--- src/rtl/alarm_pkg.sv ---
// package: alarm codes, groups, limits and timing
package alarm_pkg;
  // number of fault sources, one flag bit each
  localparam int unsigned NUM_FAULTS = 12;
  // fault source bit positions
  localparam int unsigned F_OVERHEAT    = 0;
  localparam int unsigned F_OVERLOAD    = 1;
  localparam int unsigned F_OVERSPEED   = 2;
  localparam int unsigned F_PULSE_RATE  = 3;
  localparam int unsigned F_DEV_CUR_ON  = 4;
  localparam int unsigned F_DEV_CUR_OFF = 5;
  localparam int unsigned F_OP_DATA     = 6;
  localparam int unsigned F_GEAR_SET    = 7;
  localparam int unsigned F_SENSOR_RUN  = 8;
  localparam int unsigned F_SENSOR_INIT = 9;
  localparam int unsigned F_ROTOR_INIT  = 10;
  localparam int unsigned F_MOTOR_MIX   = 11;

  // decimal alarm codes as shown to a support tool
  localparam logic [7:0] CODE_NONE      = 8'h00;
  localparam logic [7:0] CODE_OVERHEAT  = 8'h15; // 21
  localparam logic [7:0] CODE_OVERLOAD  = 8'h1E; // 30
  localparam logic [7:0] CODE_OVERSPEED = 8'h1F; // 31
  localparam logic [7:0] CODE_PULSE     = 8'h22; // 34
  localparam logic [7:0] CODE_DEV_ON    = 8'h0A; // 10
  localparam logic [7:0] CODE_DEV_OFF   = 8'h0C; // 12
  localparam logic [7:0] CODE_OP_DATA   = 8'h46; // 70
  localparam logic [7:0] CODE_GEAR      = 8'h47; // 71
  localparam logic [7:0] CODE_SENS_RUN  = 8'h1C; // 28
  localparam logic [7:0] CODE_SENS_INIT = 8'h2A; // 42
  localparam logic [7:0] CODE_ROTOR     = 8'h2B; // 43
  localparam logic [7:0] CODE_MOTOR_MIX = 8'h2D; // 45

  // blink counts per group
  localparam logic [3:0] BLINK_TWO   = 4'h2;
  localparam logic [3:0] BLINK_FOUR  = 4'h4;
  localparam logic [3:0] BLINK_SEVEN = 4'h7;
  localparam logic [3:0] BLINK_EIGHT = 4'h8;

  // three-bit code outputs per group, bit2..bit0
  localparam logic [2:0] GRP_CODE_TWO   = 3'h2;
  localparam logic [2:0] GRP_CODE_FOUR  = 3'h4;
  localparam logic [2:0] GRP_CODE_SEVEN = 3'h7;
  localparam logic [2:0] GRP_CODE_EIGHT = 3'h0;

  // masks over the fault bits
  localparam logic [11:0] MASK_LOCKED   = 12'hF00; // sensor and motor faults: power cycle only
  localparam logic [11:0] MASK_KEEP_CUR = 12'h040; // operation data fault keeps current

  // thresholds
  localparam logic [7:0]  TEMP_LIMIT_C    = 8'h55;   // 85 degC
  localparam logic [15:0] SPEED_LIMIT_RPM = 16'h1194; // 4500 r/min
  localparam int unsigned PULSE_LIMIT_KHZ = 500;

  // history depth
  localparam int unsigned HIST_DEPTH = 10;

  // timing at the 10 MHz clock
  localparam int unsigned CLK_HZ       = 10_000_000;
  localparam int unsigned BLINK_ON_MS  = 200;
  localparam int unsigned BLINK_OFF_MS = 200;
  localparam int unsigned BLINK_GAP_MS = 1000;
  localparam int unsigned BLINK_ON_CYC  = CLK_HZ / 1000 * BLINK_ON_MS;
  localparam int unsigned BLINK_OFF_CYC = CLK_HZ / 1000 * BLINK_OFF_MS;
  localparam int unsigned BLINK_GAP_CYC = CLK_HZ / 1000 * BLINK_GAP_MS;
  // pulse rate gate: one millisecond window, limit counted per window
  localparam int unsigned RATE_WIN_MS   = 1;
  localparam int unsigned RATE_WIN_CYC  = CLK_HZ / 1000 * RATE_WIN_MS;
  localparam int unsigned RATE_MAX_CNT  = PULSE_LIMIT_KHZ * RATE_WIN_MS;
endpackage

--- src/rtl/blink_driver.sv ---
// module: indicator burst of count blinks, then a pause
`timescale 1ns/1ps
module blink_driver #(
  parameter int unsigned ON_CYC  = alarm_pkg::BLINK_ON_CYC,
  parameter int unsigned OFF_CYC = alarm_pkg::BLINK_OFF_CYC,
  parameter int unsigned GAP_CYC = alarm_pkg::BLINK_GAP_CYC
) (
  input  wire logic       clock,     // system clock
  input  wire logic       sys_rst,   // async reset, active high
  input  wire logic       run,       // blink while high
  input  wire logic [3:0] count,     // blinks per burst
  output logic            led_r      // indicator drive
);
  typedef enum logic [1:0] {IDLE, LIT, DARK, GAP} blink_state_type;

  blink_state_type state_r;
  logic [31:0]     timer_r;
  logic [3:0]      done_r;

  wire timer_done = (timer_r == 32'h00000000);

  // timer paces each phase; run low returns to idle
  always_ff @(posedge clock or posedge sys_rst) begin
    if (sys_rst) begin
      state_r <= IDLE;
      timer_r <= 32'h00000000;
      done_r  <= 4'h0;
      led_r   <= 1'b0;
    end else if (!run) begin
      state_r <= IDLE;
      led_r   <= 1'b0;
    end else if (state_r == IDLE) begin
      state_r <= LIT;
      timer_r <= 32'(ON_CYC - 1);
      done_r  <= 4'h0;
      led_r   <= 1'b1;
    end else if (!timer_done) begin
      timer_r <= timer_r - 32'h00000001;
    end else begin
      case (state_r)
        LIT: begin
          done_r <= done_r + 4'h1;
          led_r  <= 1'b0;
          if (done_r + 4'h1 >= count) begin
            state_r <= GAP;
            timer_r <= 32'(GAP_CYC - 1);
          end else begin
            state_r <= DARK;
            timer_r <= 32'(OFF_CYC - 1);
          end
        end
        DARK: begin
          state_r <= LIT;
          led_r   <= 1'b1;
          timer_r <= 32'(ON_CYC - 1);
        end
        default: begin
          state_r <= LIT;
          done_r  <= 4'h0;
          led_r   <= 1'b1;
          timer_r <= 32'(ON_CYC - 1);
        end
      endcase
    end
  end
endmodule // blink_driver

--- src/rtl/drive_alarm_handler.sv ---
// module: alarm detect, latch, code, blink and history
//
// Notes on behaviour
// any alarm drops alarm output; all but operation data alarm stop motor
// operation data alarm keeps motor running
// enable repurposes ready, torque, timing as code
// indicator blinks group count while alarmed
// ten newest alarms kept, readable and clearable
// alarm cleared on falling edge of clear input
// tool reset command also clears alarms
// sensor and motor alarms survive clear input and tool reset; only a power cycle clears them
// overheat above 85 degC, two blinks
// overload when accumulated load reaches threshold
// overspeed above 4500 r/min unless geared
// pulse rate above limit raises alarm
// deviation alarms: four blinks, code 100
// data and gear alarms: seven blinks, 111
// sensor and motor alarms: eight, 000
// current-removing alarms cut motor current
// current-keeping alarms keep motor current
// current-on deviation beyond overflow limit alarms
// current-on during off-deviation warning alarms
// alarm stays latched until valid reset
`timescale 1ns/1ps
module drive_alarm_handler #(
  parameter int unsigned BLINK_ON_CYC  = alarm_pkg::BLINK_ON_CYC,
  parameter int unsigned BLINK_OFF_CYC = alarm_pkg::BLINK_OFF_CYC,
  parameter int unsigned BLINK_GAP_CYC = alarm_pkg::BLINK_GAP_CYC,
  parameter int unsigned RATE_WIN_CYC  = alarm_pkg::RATE_WIN_CYC
) (
  input  wire logic        clock,                    // 10 MHz system clock
  input  wire logic        sys_rst,                  // async reset, power cycle
  input  wire logic [7:0]  temperature_c,            // internal temperature, degC
  input  wire logic [15:0] load_accum,               // load above peak torque, accumulated
  input  wire logic [15:0] overload_threshold,       // overload threshold setting
  input  wire logic [15:0] shaft_speed_rpm,          // output shaft speed
  input  wire logic        geared_motor,             // high for geared motors
  input  wire logic        cmd_pulse,                // one-cycle command pulse strobe
  input  wire logic        current_on,               // motor current on input
  input  wire logic [31:0] position_error,           // |commanded - actual| position
  input  wire logic [31:0] overflow_rotation_limit,  // deviation limit setting
  input  wire logic        dev_off_warning,          // current-off deviation warning
  input  wire logic        op_data_fault,            // abnormal operation data detect
  input  wire logic        gear_fault,               // gear setting out of range
  input  wire logic        sensor_run_fault,         // sensor fault while running
  input  wire logic        sensor_init_fault,        // sensor fault at power on
  input  wire logic        rotor_init_fault,         // rotor turned during init
  input  wire logic        motor_mix_fault,          // unsupported motor
  input  wire logic        fault_clear_in,           // alarm reset input, level
  input  wire logic        tool_reset,               // support tool reset, pulse
  input  wire logic        fault_code_output_enable, // code on ready/torque/timing
  input  wire logic        ready_in,                 // normal ready level
  input  wire logic        torque_limit_in,          // normal torque-limit level
  input  wire logic        timing_in,                // normal timing level
  input  wire logic [3:0]  hist_index,               // history slot, 0 newest
  input  wire logic        hist_clear,               // support tool clears history
  output logic             alarm_out,                // high when no alarm
  output logic             motor_current_en,         // motor current allowed
  output logic             motor_run_en,             // motor may run
  output logic             ready_out,                // ready or fault_code_bit0
  output logic             torque_limit_out,         // torque limit or fault_code_bit1
  output logic             timing_out,               // timing or fault_code_bit2
  output logic             alarm_led,                // blink indicator
  output logic [7:0]       alarm_code_r,             // present alarm code
  output logic [7:0]       hist_code_r,              // history entry at hist_index
  output logic [3:0]       hist_count_r              // valid history entries
);
  localparam int unsigned NF = alarm_pkg::NUM_FAULTS;

  // fault detection
  logic [15:0] rate_cnt_r;
  logic [31:0] win_cnt_r;
  logic        rate_over_r;
  wire         win_end = (win_cnt_r == 32'(RATE_WIN_CYC - 1));

  // a count per window needs no period measure
  always_ff @(posedge clock or posedge sys_rst) begin
    if (sys_rst) begin
      win_cnt_r   <= 32'h00000000;
      rate_cnt_r  <= 16'h0000;
      rate_over_r <= 1'b0;
    end else begin
      win_cnt_r   <= win_end ? 32'h00000000 : win_cnt_r + 32'h00000001;
      rate_cnt_r  <= win_end ? 16'h0000 : rate_cnt_r + {15'h0000, cmd_pulse};
      rate_over_r <= (rate_cnt_r > 16'(alarm_pkg::RATE_MAX_CNT));
    end
  end

  logic [NF-1:0] cause;
  assign cause[alarm_pkg::F_OVERHEAT]    = temperature_c > alarm_pkg::TEMP_LIMIT_C;
  assign cause[alarm_pkg::F_OVERLOAD]    = load_accum >= overload_threshold;
  assign cause[alarm_pkg::F_OVERSPEED]   = !geared_motor &&
                                           (shaft_speed_rpm > alarm_pkg::SPEED_LIMIT_RPM);
  assign cause[alarm_pkg::F_PULSE_RATE]  = rate_over_r;
  assign cause[alarm_pkg::F_DEV_CUR_ON]  = current_on &&
                                           (position_error > overflow_rotation_limit);
  assign cause[alarm_pkg::F_DEV_CUR_OFF] = current_on && dev_off_warning;
  assign cause[alarm_pkg::F_OP_DATA]     = op_data_fault;
  assign cause[alarm_pkg::F_GEAR_SET]    = gear_fault;
  assign cause[alarm_pkg::F_SENSOR_RUN]  = sensor_run_fault;
  assign cause[alarm_pkg::F_SENSOR_INIT] = sensor_init_fault;
  assign cause[alarm_pkg::F_ROTOR_INIT]  = rotor_init_fault;
  assign cause[alarm_pkg::F_MOTOR_MIX]   = motor_mix_fault;

  // reset events
  logic clear_in_d_r;
  wire  clear_fall = clear_in_d_r && !fault_clear_in;
  wire  clear_evt  = clear_fall || tool_reset;

  // latched alarm flags
  logic [NF-1:0] latch_r;
  logic [NF-1:0] latch_nxt;

  // set wins over clear; locked faults ignore clears
  genvar g;
  generate
    for (g = 0; g < NF; g = g + 1) begin : g_flag
      wire locked = alarm_pkg::MASK_LOCKED[g];
      assign latch_nxt[g] = cause[g] ||
                            (latch_r[g] && !(clear_evt && !locked));
    end
  endgenerate

  wire any_alarm   = |latch_r;
  wire cut_current = |(latch_r & ~alarm_pkg::MASK_KEEP_CUR);

  // first alarm selection: lowest bit wins
  logic [7:0] code_sel;
  logic [3:0] blink_sel;
  logic [2:0] grp_sel;
  always_comb begin
    code_sel  = alarm_pkg::CODE_NONE;
    blink_sel = 4'h0;
    grp_sel   = 3'h0;
    if (latch_r[alarm_pkg::F_OVERHEAT]) begin
      code_sel = alarm_pkg::CODE_OVERHEAT;
    end else if (latch_r[alarm_pkg::F_OVERLOAD]) begin
      code_sel = alarm_pkg::CODE_OVERLOAD;
    end else if (latch_r[alarm_pkg::F_OVERSPEED]) begin
      code_sel = alarm_pkg::CODE_OVERSPEED;
    end else if (latch_r[alarm_pkg::F_PULSE_RATE]) begin
      code_sel = alarm_pkg::CODE_PULSE;
    end else if (latch_r[alarm_pkg::F_DEV_CUR_ON]) begin
      code_sel = alarm_pkg::CODE_DEV_ON;
    end else if (latch_r[alarm_pkg::F_DEV_CUR_OFF]) begin
      code_sel = alarm_pkg::CODE_DEV_OFF;
    end else if (latch_r[alarm_pkg::F_OP_DATA]) begin
      code_sel = alarm_pkg::CODE_OP_DATA;
    end else if (latch_r[alarm_pkg::F_GEAR_SET]) begin
      code_sel = alarm_pkg::CODE_GEAR;
    end else if (latch_r[alarm_pkg::F_SENSOR_RUN]) begin
      code_sel = alarm_pkg::CODE_SENS_RUN;
    end else if (latch_r[alarm_pkg::F_SENSOR_INIT]) begin
      code_sel = alarm_pkg::CODE_SENS_INIT;
    end else if (latch_r[alarm_pkg::F_ROTOR_INIT]) begin
      code_sel = alarm_pkg::CODE_ROTOR;
    end else if (latch_r[alarm_pkg::F_MOTOR_MIX]) begin
      code_sel = alarm_pkg::CODE_MOTOR_MIX;
    end
    // group of the shown alarm picks blinks and code bits
    if (|latch_r[alarm_pkg::F_PULSE_RATE:alarm_pkg::F_OVERHEAT]) begin
      blink_sel = alarm_pkg::BLINK_TWO;
      grp_sel   = alarm_pkg::GRP_CODE_TWO;
    end else if (|latch_r[alarm_pkg::F_DEV_CUR_OFF:alarm_pkg::F_DEV_CUR_ON]) begin
      blink_sel = alarm_pkg::BLINK_FOUR;
      grp_sel   = alarm_pkg::GRP_CODE_FOUR;
    end else if (|latch_r[alarm_pkg::F_GEAR_SET:alarm_pkg::F_OP_DATA]) begin
      blink_sel = alarm_pkg::BLINK_SEVEN;
      grp_sel   = alarm_pkg::GRP_CODE_SEVEN;
    end else if (any_alarm) begin
      blink_sel = alarm_pkg::BLINK_EIGHT;
      grp_sel   = alarm_pkg::GRP_CODE_EIGHT;
    end
  end

  // history: shift in on each newly shown alarm code
  logic [7:0] hist_mem [alarm_pkg::HIST_DEPTH];
  logic [7:0] last_code_r;
  wire        hist_push = (code_sel != alarm_pkg::CODE_NONE) && (code_sel != last_code_r);

  // a latched alarm logs each time it becomes the shown code
  always_ff @(posedge clock or posedge sys_rst) begin
    if (sys_rst) begin
      for (int i = 0; i < alarm_pkg::HIST_DEPTH; i++) begin
        hist_mem[i] <= 8'h00;
      end
      hist_count_r <= 4'h0;
    end else if (hist_push) begin
      hist_mem[0] <= code_sel;
      for (int i = 1; i < alarm_pkg::HIST_DEPTH; i++) begin
        hist_mem[i] <= hist_mem[i-1];
      end
      if (hist_count_r != 4'(alarm_pkg::HIST_DEPTH)) begin
        hist_count_r <= hist_count_r + 4'h1;
      end
    end else if (hist_clear) begin
      hist_count_r <= 4'h0;
    end
  end

  wire hist_valid = (hist_index < hist_count_r);

  // registered outputs
  always_ff @(posedge clock or posedge sys_rst) begin
    if (sys_rst) begin
      clear_in_d_r     <= 1'b0;
      latch_r          <= '0;
      last_code_r      <= 8'h00;
      alarm_code_r     <= 8'h00;
      hist_code_r      <= 8'h00;
      alarm_out        <= 1'b0;
      motor_current_en <= 1'b0;
      motor_run_en     <= 1'b0;
      ready_out        <= 1'b0;
      torque_limit_out <= 1'b0;
      timing_out       <= 1'b0;
    end else begin
      clear_in_d_r     <= fault_clear_in;
      latch_r          <= latch_nxt;
      last_code_r      <= code_sel;
      alarm_code_r     <= code_sel;
      hist_code_r      <= hist_valid ? hist_mem[hist_index] : 8'h00;
      alarm_out        <= !any_alarm;
      motor_current_en <= !cut_current;
      motor_run_en     <= !cut_current;
      ready_out        <= fault_code_output_enable ? grp_sel[0] : ready_in;
      torque_limit_out <= fault_code_output_enable ? grp_sel[1] : torque_limit_in;
      timing_out       <= fault_code_output_enable ? grp_sel[2] : timing_in;
    end
  end

  // indicator
  blink_driver #(
    .ON_CYC  (BLINK_ON_CYC),
    .OFF_CYC (BLINK_OFF_CYC),
    .GAP_CYC (BLINK_GAP_CYC)
  ) u_blink (
    .clock   (clock),
    .sys_rst (sys_rst),
    .run     (any_alarm),
    .count   (blink_sel),
    .led_r   (alarm_led)
  );
endmodule // drive_alarm_handler

--- config.mk ---
export PLATFORM = sky130hd
export DESIGN_NAME = drive_alarm_handler
export DESIGN_NICKNAME = d
export VERILOG_FILES = /design/src/rtl/alarm_pkg.sv /design/src/rtl/blink_driver.sv /design/src/rtl/drive_alarm_handler.sv
export SDC_FILE = /design/constraint.sdc
export NUM_CORES = 1
export LEC_CHECK = 0
export ABC_AREA = 1
export BUFFER_PORTS_ARGS = -buffer_cell sky130_fd_sc_hd__clkbuf_2
export CORE_ASPECT_RATIO = 0.75
export CORE_MARGIN = 3
export CORE_UTILIZATION = 42
export DETAILED_ROUTE_END_ITERATION = 8
export GPL_TIMING_DRIVEN = 0
export MAX_ROUTING_LAYER = met4
export PLACE_DENSITY = 0.71
export SLEW_MARGIN = 15
export SYNTH_ARGS = -nofsm -noshare
export SYNTH_HDL_FRONTEND = slang
export SYNTH_SLANG_ARGS = --single-unit
--- constraint.sdc ---
create_clock -name clock -period 6 [get_ports clock]
set_input_delay 0.9 -clock clock [delete_from_list [all_inputs] [get_ports clock]]
set_output_delay 0.9 -clock clock [all_outputs]
set_load 0.02 [all_outputs]
==> impl_metrics.json <==
{
  "cp-end-kind": "register",
  "detail_route.iter0.violations": 698,
  "n_antenna_cell": 0,
  "multi_input_area_sq_um": 5330,
  "power_density_nw_per_um2": 284,
  "io_buffers": 166,
  "grt_max_degree": 36,
  "route.vias.total": 10200,
  "num_rows": 51,
  "dr.pass1.iters": 5,
  "postCtsSetupRepairBufs": 0,
  "antenna_found_initial": 0,
  "clock_sinks": 194,
  "holdBufCountCts": 0,
  "root_buffer": "clkbuf_16",
  "place_hpwl_mm": 22.1,
  "fin_crit_sh_pct": 43.2,
  "ctsHtreeMaxLevel": 4,
  "ir_drop_mv": 0.204,
  "fin_nets": 1831,
  "die_w_um": 196,
  "via_per_inst": 5.12,
  "grt-ovfl-total": 0,
  "cp_max_fo": 7,
  "max_freq_mhz": 386,
  "hold_viol_final": 0,
  "syn_to_final_growth_pct": 17.1,
  "max_slew_margin_pct": 29.3,
  "clock_path_buffers": 2,
  "ys_warn_count": 0,
  "cts_tree": "yes",
  "ys.flop_type": "dfrtp_1",
  "syn_avg_cell_area_sq_um": 7.92,
  "place_congestion": 0.938,
  "yosysSeqAreaShare_pct": 42.8,
  "crit_path_start_kind": "register",
  "ys_types": 52,
  "routed_wl_mm": 28.5,
  "syn_inst": 1433,
  "power_mw": 3.77,
  "synthTopCellsByArea": "dfrtp_1 (43%), nand2_1 (8.7%), inv_1 (7.8%)",
  "required_ns": 6.32,
  "numCtsBuffers": 17,
  "drive_above_1_share_pct": 18.5,
  "seq_area_sq_um": 4850,
  "grt_pass1_wl_mm": 48.1,
  "fp.coreArea_sq_um": 26300,
  "clk_latency_ns": 0.43,
  "ys_async_sr_fraction_pct": 100,
  "synth-edff-count": 0,
  "ant_nets": 0,
  "ios": 170,
  "die_area_sq_um": 29000,
  "outcome": "complete, no violations",
  "path_clk_slew_ns": 0.07,
  "wire_per_inst_um": 14.4,
  "drc": 0,
  "min_path_type": "register to register",
  "initial_core_util_pct": 43.2,
  "worst_pin_slew_ns": 1.05,
  "cp.arrival_ns": 2.91,
  "die_y_um": 148,
  "cts_resized": 0,
  "synth_area_sq_um": 11300,
  "drv_cap": 0,
  "finalSetupViolCount": 0,
  "ys_seq_elements": 194,
  "yosysTopAreaCell": "dfrtp_1",
  "fillers": 2526,
  "leakage_nw": 6.86,
  "skew_ns": 0.0110,
  "rsz0062_at_grt": "false",
  "min_period_ns": 2.59,
  "slew_violations": 0,
  "crit_type": "register to register",
  "fin_tns_setup_ns": 0,
  "grt_usage_pct": 20.7,
  "grt_pass1_vias": 9878,
  "synth_top_area_share_pct": 42.8
}
report_power, final:
part / internal, mW / switching (mW) / leakage, nW
logic: 0.368 / 0.618 / 4.14
clock network: 0.585 / 0.510 / 0.278
registers: 1.53 / 0.156 / 2.44
total: 2.48 / 1.28 / 6.86
layout make-up:
type | instances | share of cell area, %
Sequential cell | 194 | 36.5
Buffer | 36 | 1.87
Multi-Input combinational cell | 959 | 40.1
Inverter | 245 | 6.95
Clock buffer | 19 | 3.33
Tap cell | 344 | 3.24
Timing Repair Buffer | 172 | 7.16
Clock inverter | 12 | 0.810
registers in the layout, indices dropped and copies added, names as in the netlist:
| signal | cells |
|---|---|
| hist_mem | 70 |
| u_blink.timer_r | 32 |
| win_cnt_r | 32 |
| rate_cnt_r | 16 |
| latch_r | 12 |
| hist_code_r | 7 |
| last_code_r | 7 |
| hist_count_r | 4 |
| u_blink.done_r | 4 |
| u_blink.state_r | 2 |
| alarm_out | 1 |
| clear_in_d_r | 1 |
| motor_run_en | 1 |
| rate_over_r | 1 |
| ready_out | 1 |
| timing_out | 1 |
| torque_limit_out | 1 |
| u_blink.led_r | 1 |
metrics by stage:
step / setup WS (ns) / utilization [%] / cell area (sq um) / instances / hold WS [ns]
after floorplan: 2.60 / - / 11400 / 1434 / 0.417
after global placement: 1.34 / 48.0 / 12600 / 1944 / 0.421
after detailed placement: 3.14 / 48.4 / 12700 / 1950 / 0.429
after CTS: 3.42 / 50.5 / 13300 / 1981 / 0.444
after global routing: 3.22 / 50.5 / 13300 / 1981 / 0.462
final: 3.41 / 50.5 / 13300 / 1981 / 0.437
synth_stat cells (2+ instances only):
| library cell | count |
|---|---|
| nand2_1 | 262 |
| inv_1 | 236 |
| dfrtp_1 | 194 |
| nor2_1 | 123 |
| a21oi_1 | 83 |
| o21ai_0 | 78 |
| nand3_1 | 77 |
| ha_1 | 63 |
| o21ai_1 | 40 |
| xor2_1 | 31 |
| nor3_1 | 30 |
| o21ai_2 | 26 |
| nand2_2 | 24 |
| nand4_1 | 16 |
| clkbuf_1 | 14 |
| nor4_1 | 13 |
| o211ai_1 | 13 |
| o22ai_1 | 11 |
| buf_2 | 9 |
| inv_2 | 9 |
| xnor2_1 | 7 |
| o311ai_0 | 6 |
| nor2_2 | 5 |
| buf_6 | 4 |
| buf_8 | 4 |
| nand3_2 | 4 |
| nand3b_1 | 4 |
| o21bai_1 | 4 |
| or2_2 | 4 |
| a211oi_1 | 3 |
| a31oi_1 | 3 |
| buf_4 | 3 |
| nor3b_1 | 3 |
| o31ai_1 | 3 |
| a21boi_0 | 2 |
| nand2_4 | 2 |
| nor4_2 | 2 |
| o21a_1 | 2 |
| o311a_1 | 2 |
| or2_0 | 2 |
per-layer routing:
layer / GRT usage, % / wire length [um] / vias up
met3: 2.76 / 1400 / 28
met4: 4.56 / 303 / 0
met2: 32.7 / 13000 / 290
met1: 28.8 / 13800 / 4798
met5: - / 0 / -
li1: - / - / 5034
logic make-up (layout without fill, tap and decap cells):
| family | Yosys count | after routing | share of synthesized area [%] |
|---|---|---|---|
| AO/OA/AOI/OAI | 278 | 278 | 14.2 |
| flip-flops | 194 | 194 | 42.8 |
| XOR/XNOR | 38 | 38 | 2.93 |
| other | 1 | 2 | 0.0330 |
| AND/OR/NAND/NOR | 578 | 578 | 22.8 |
| adder cells (fa/ha/maj) | 63 | 63 | 6.95 |
| buffers and inverters | 281 | 484 | 10.3 |
cell usage in the layout (no fill, tap or decap), types with 16 or more instances in the layout:
cell	synthesis	layout
nor2_1	123	123
nand4_1	16	16
clkbuf_2	0	166
xor2_1	31	31
nand2_1	262	262
nand3_1	77	77
a21oi_1	83	83
dfrtp_1	194	194
o21ai_2	26	26
clkbuf_16	0	17
ha_1	63	63
nand2_2	24	24
o21ai_0	78	78
nor3_1	30	30
inv_1	236	235
o21ai_1	40	40
worst paths after layout:
check / startpoint / endpoint / slack, ns / depth (start not counted)
max: latch_r[0]$_DFF_PP0_ / u_blink.timer_r[12]$_DFFE_PP0P_ / 3.41 / 14
min: rate_over_r$_DFF_PP0_ / latch_r[3]$_DFF_PP0_ / 0.44 / 1
max reg2reg: latch_r[0]$_DFF_PP0_ / u_blink.timer_r[12]$_DFFE_PP0P_ / 3.41 / 14
min reg2reg: rate_over_r$_DFF_PP0_ / latch_r[3]$_DFF_PP0_ / 0.44 / 1
max in group asynchronous: sys_rst / win_cnt_r[22]$_DFF_PP0_ / 4.24 / 6
min in group asynchronous: sys_rst / hist_code_r[4]$_DFF_PP0_ / 0.52 / 2
critical path: stages (launching register included):
cell and delay (ns):
dfrtp_1 0.46, inv_2 0.16, nand2_4 0.08, nor2_8 0.16, inv_2 0.05, nor2_1 0.31
ha_1 0.33, inv_1 0.06, nor2_1 0.03, o211ai_1 0.15, nand3_1 0.13, nand2_1 0.09
nand2_1 0.15, a21oi_1 0.20, o22ai_1 0.10
(Power assumes the default switching activity.)
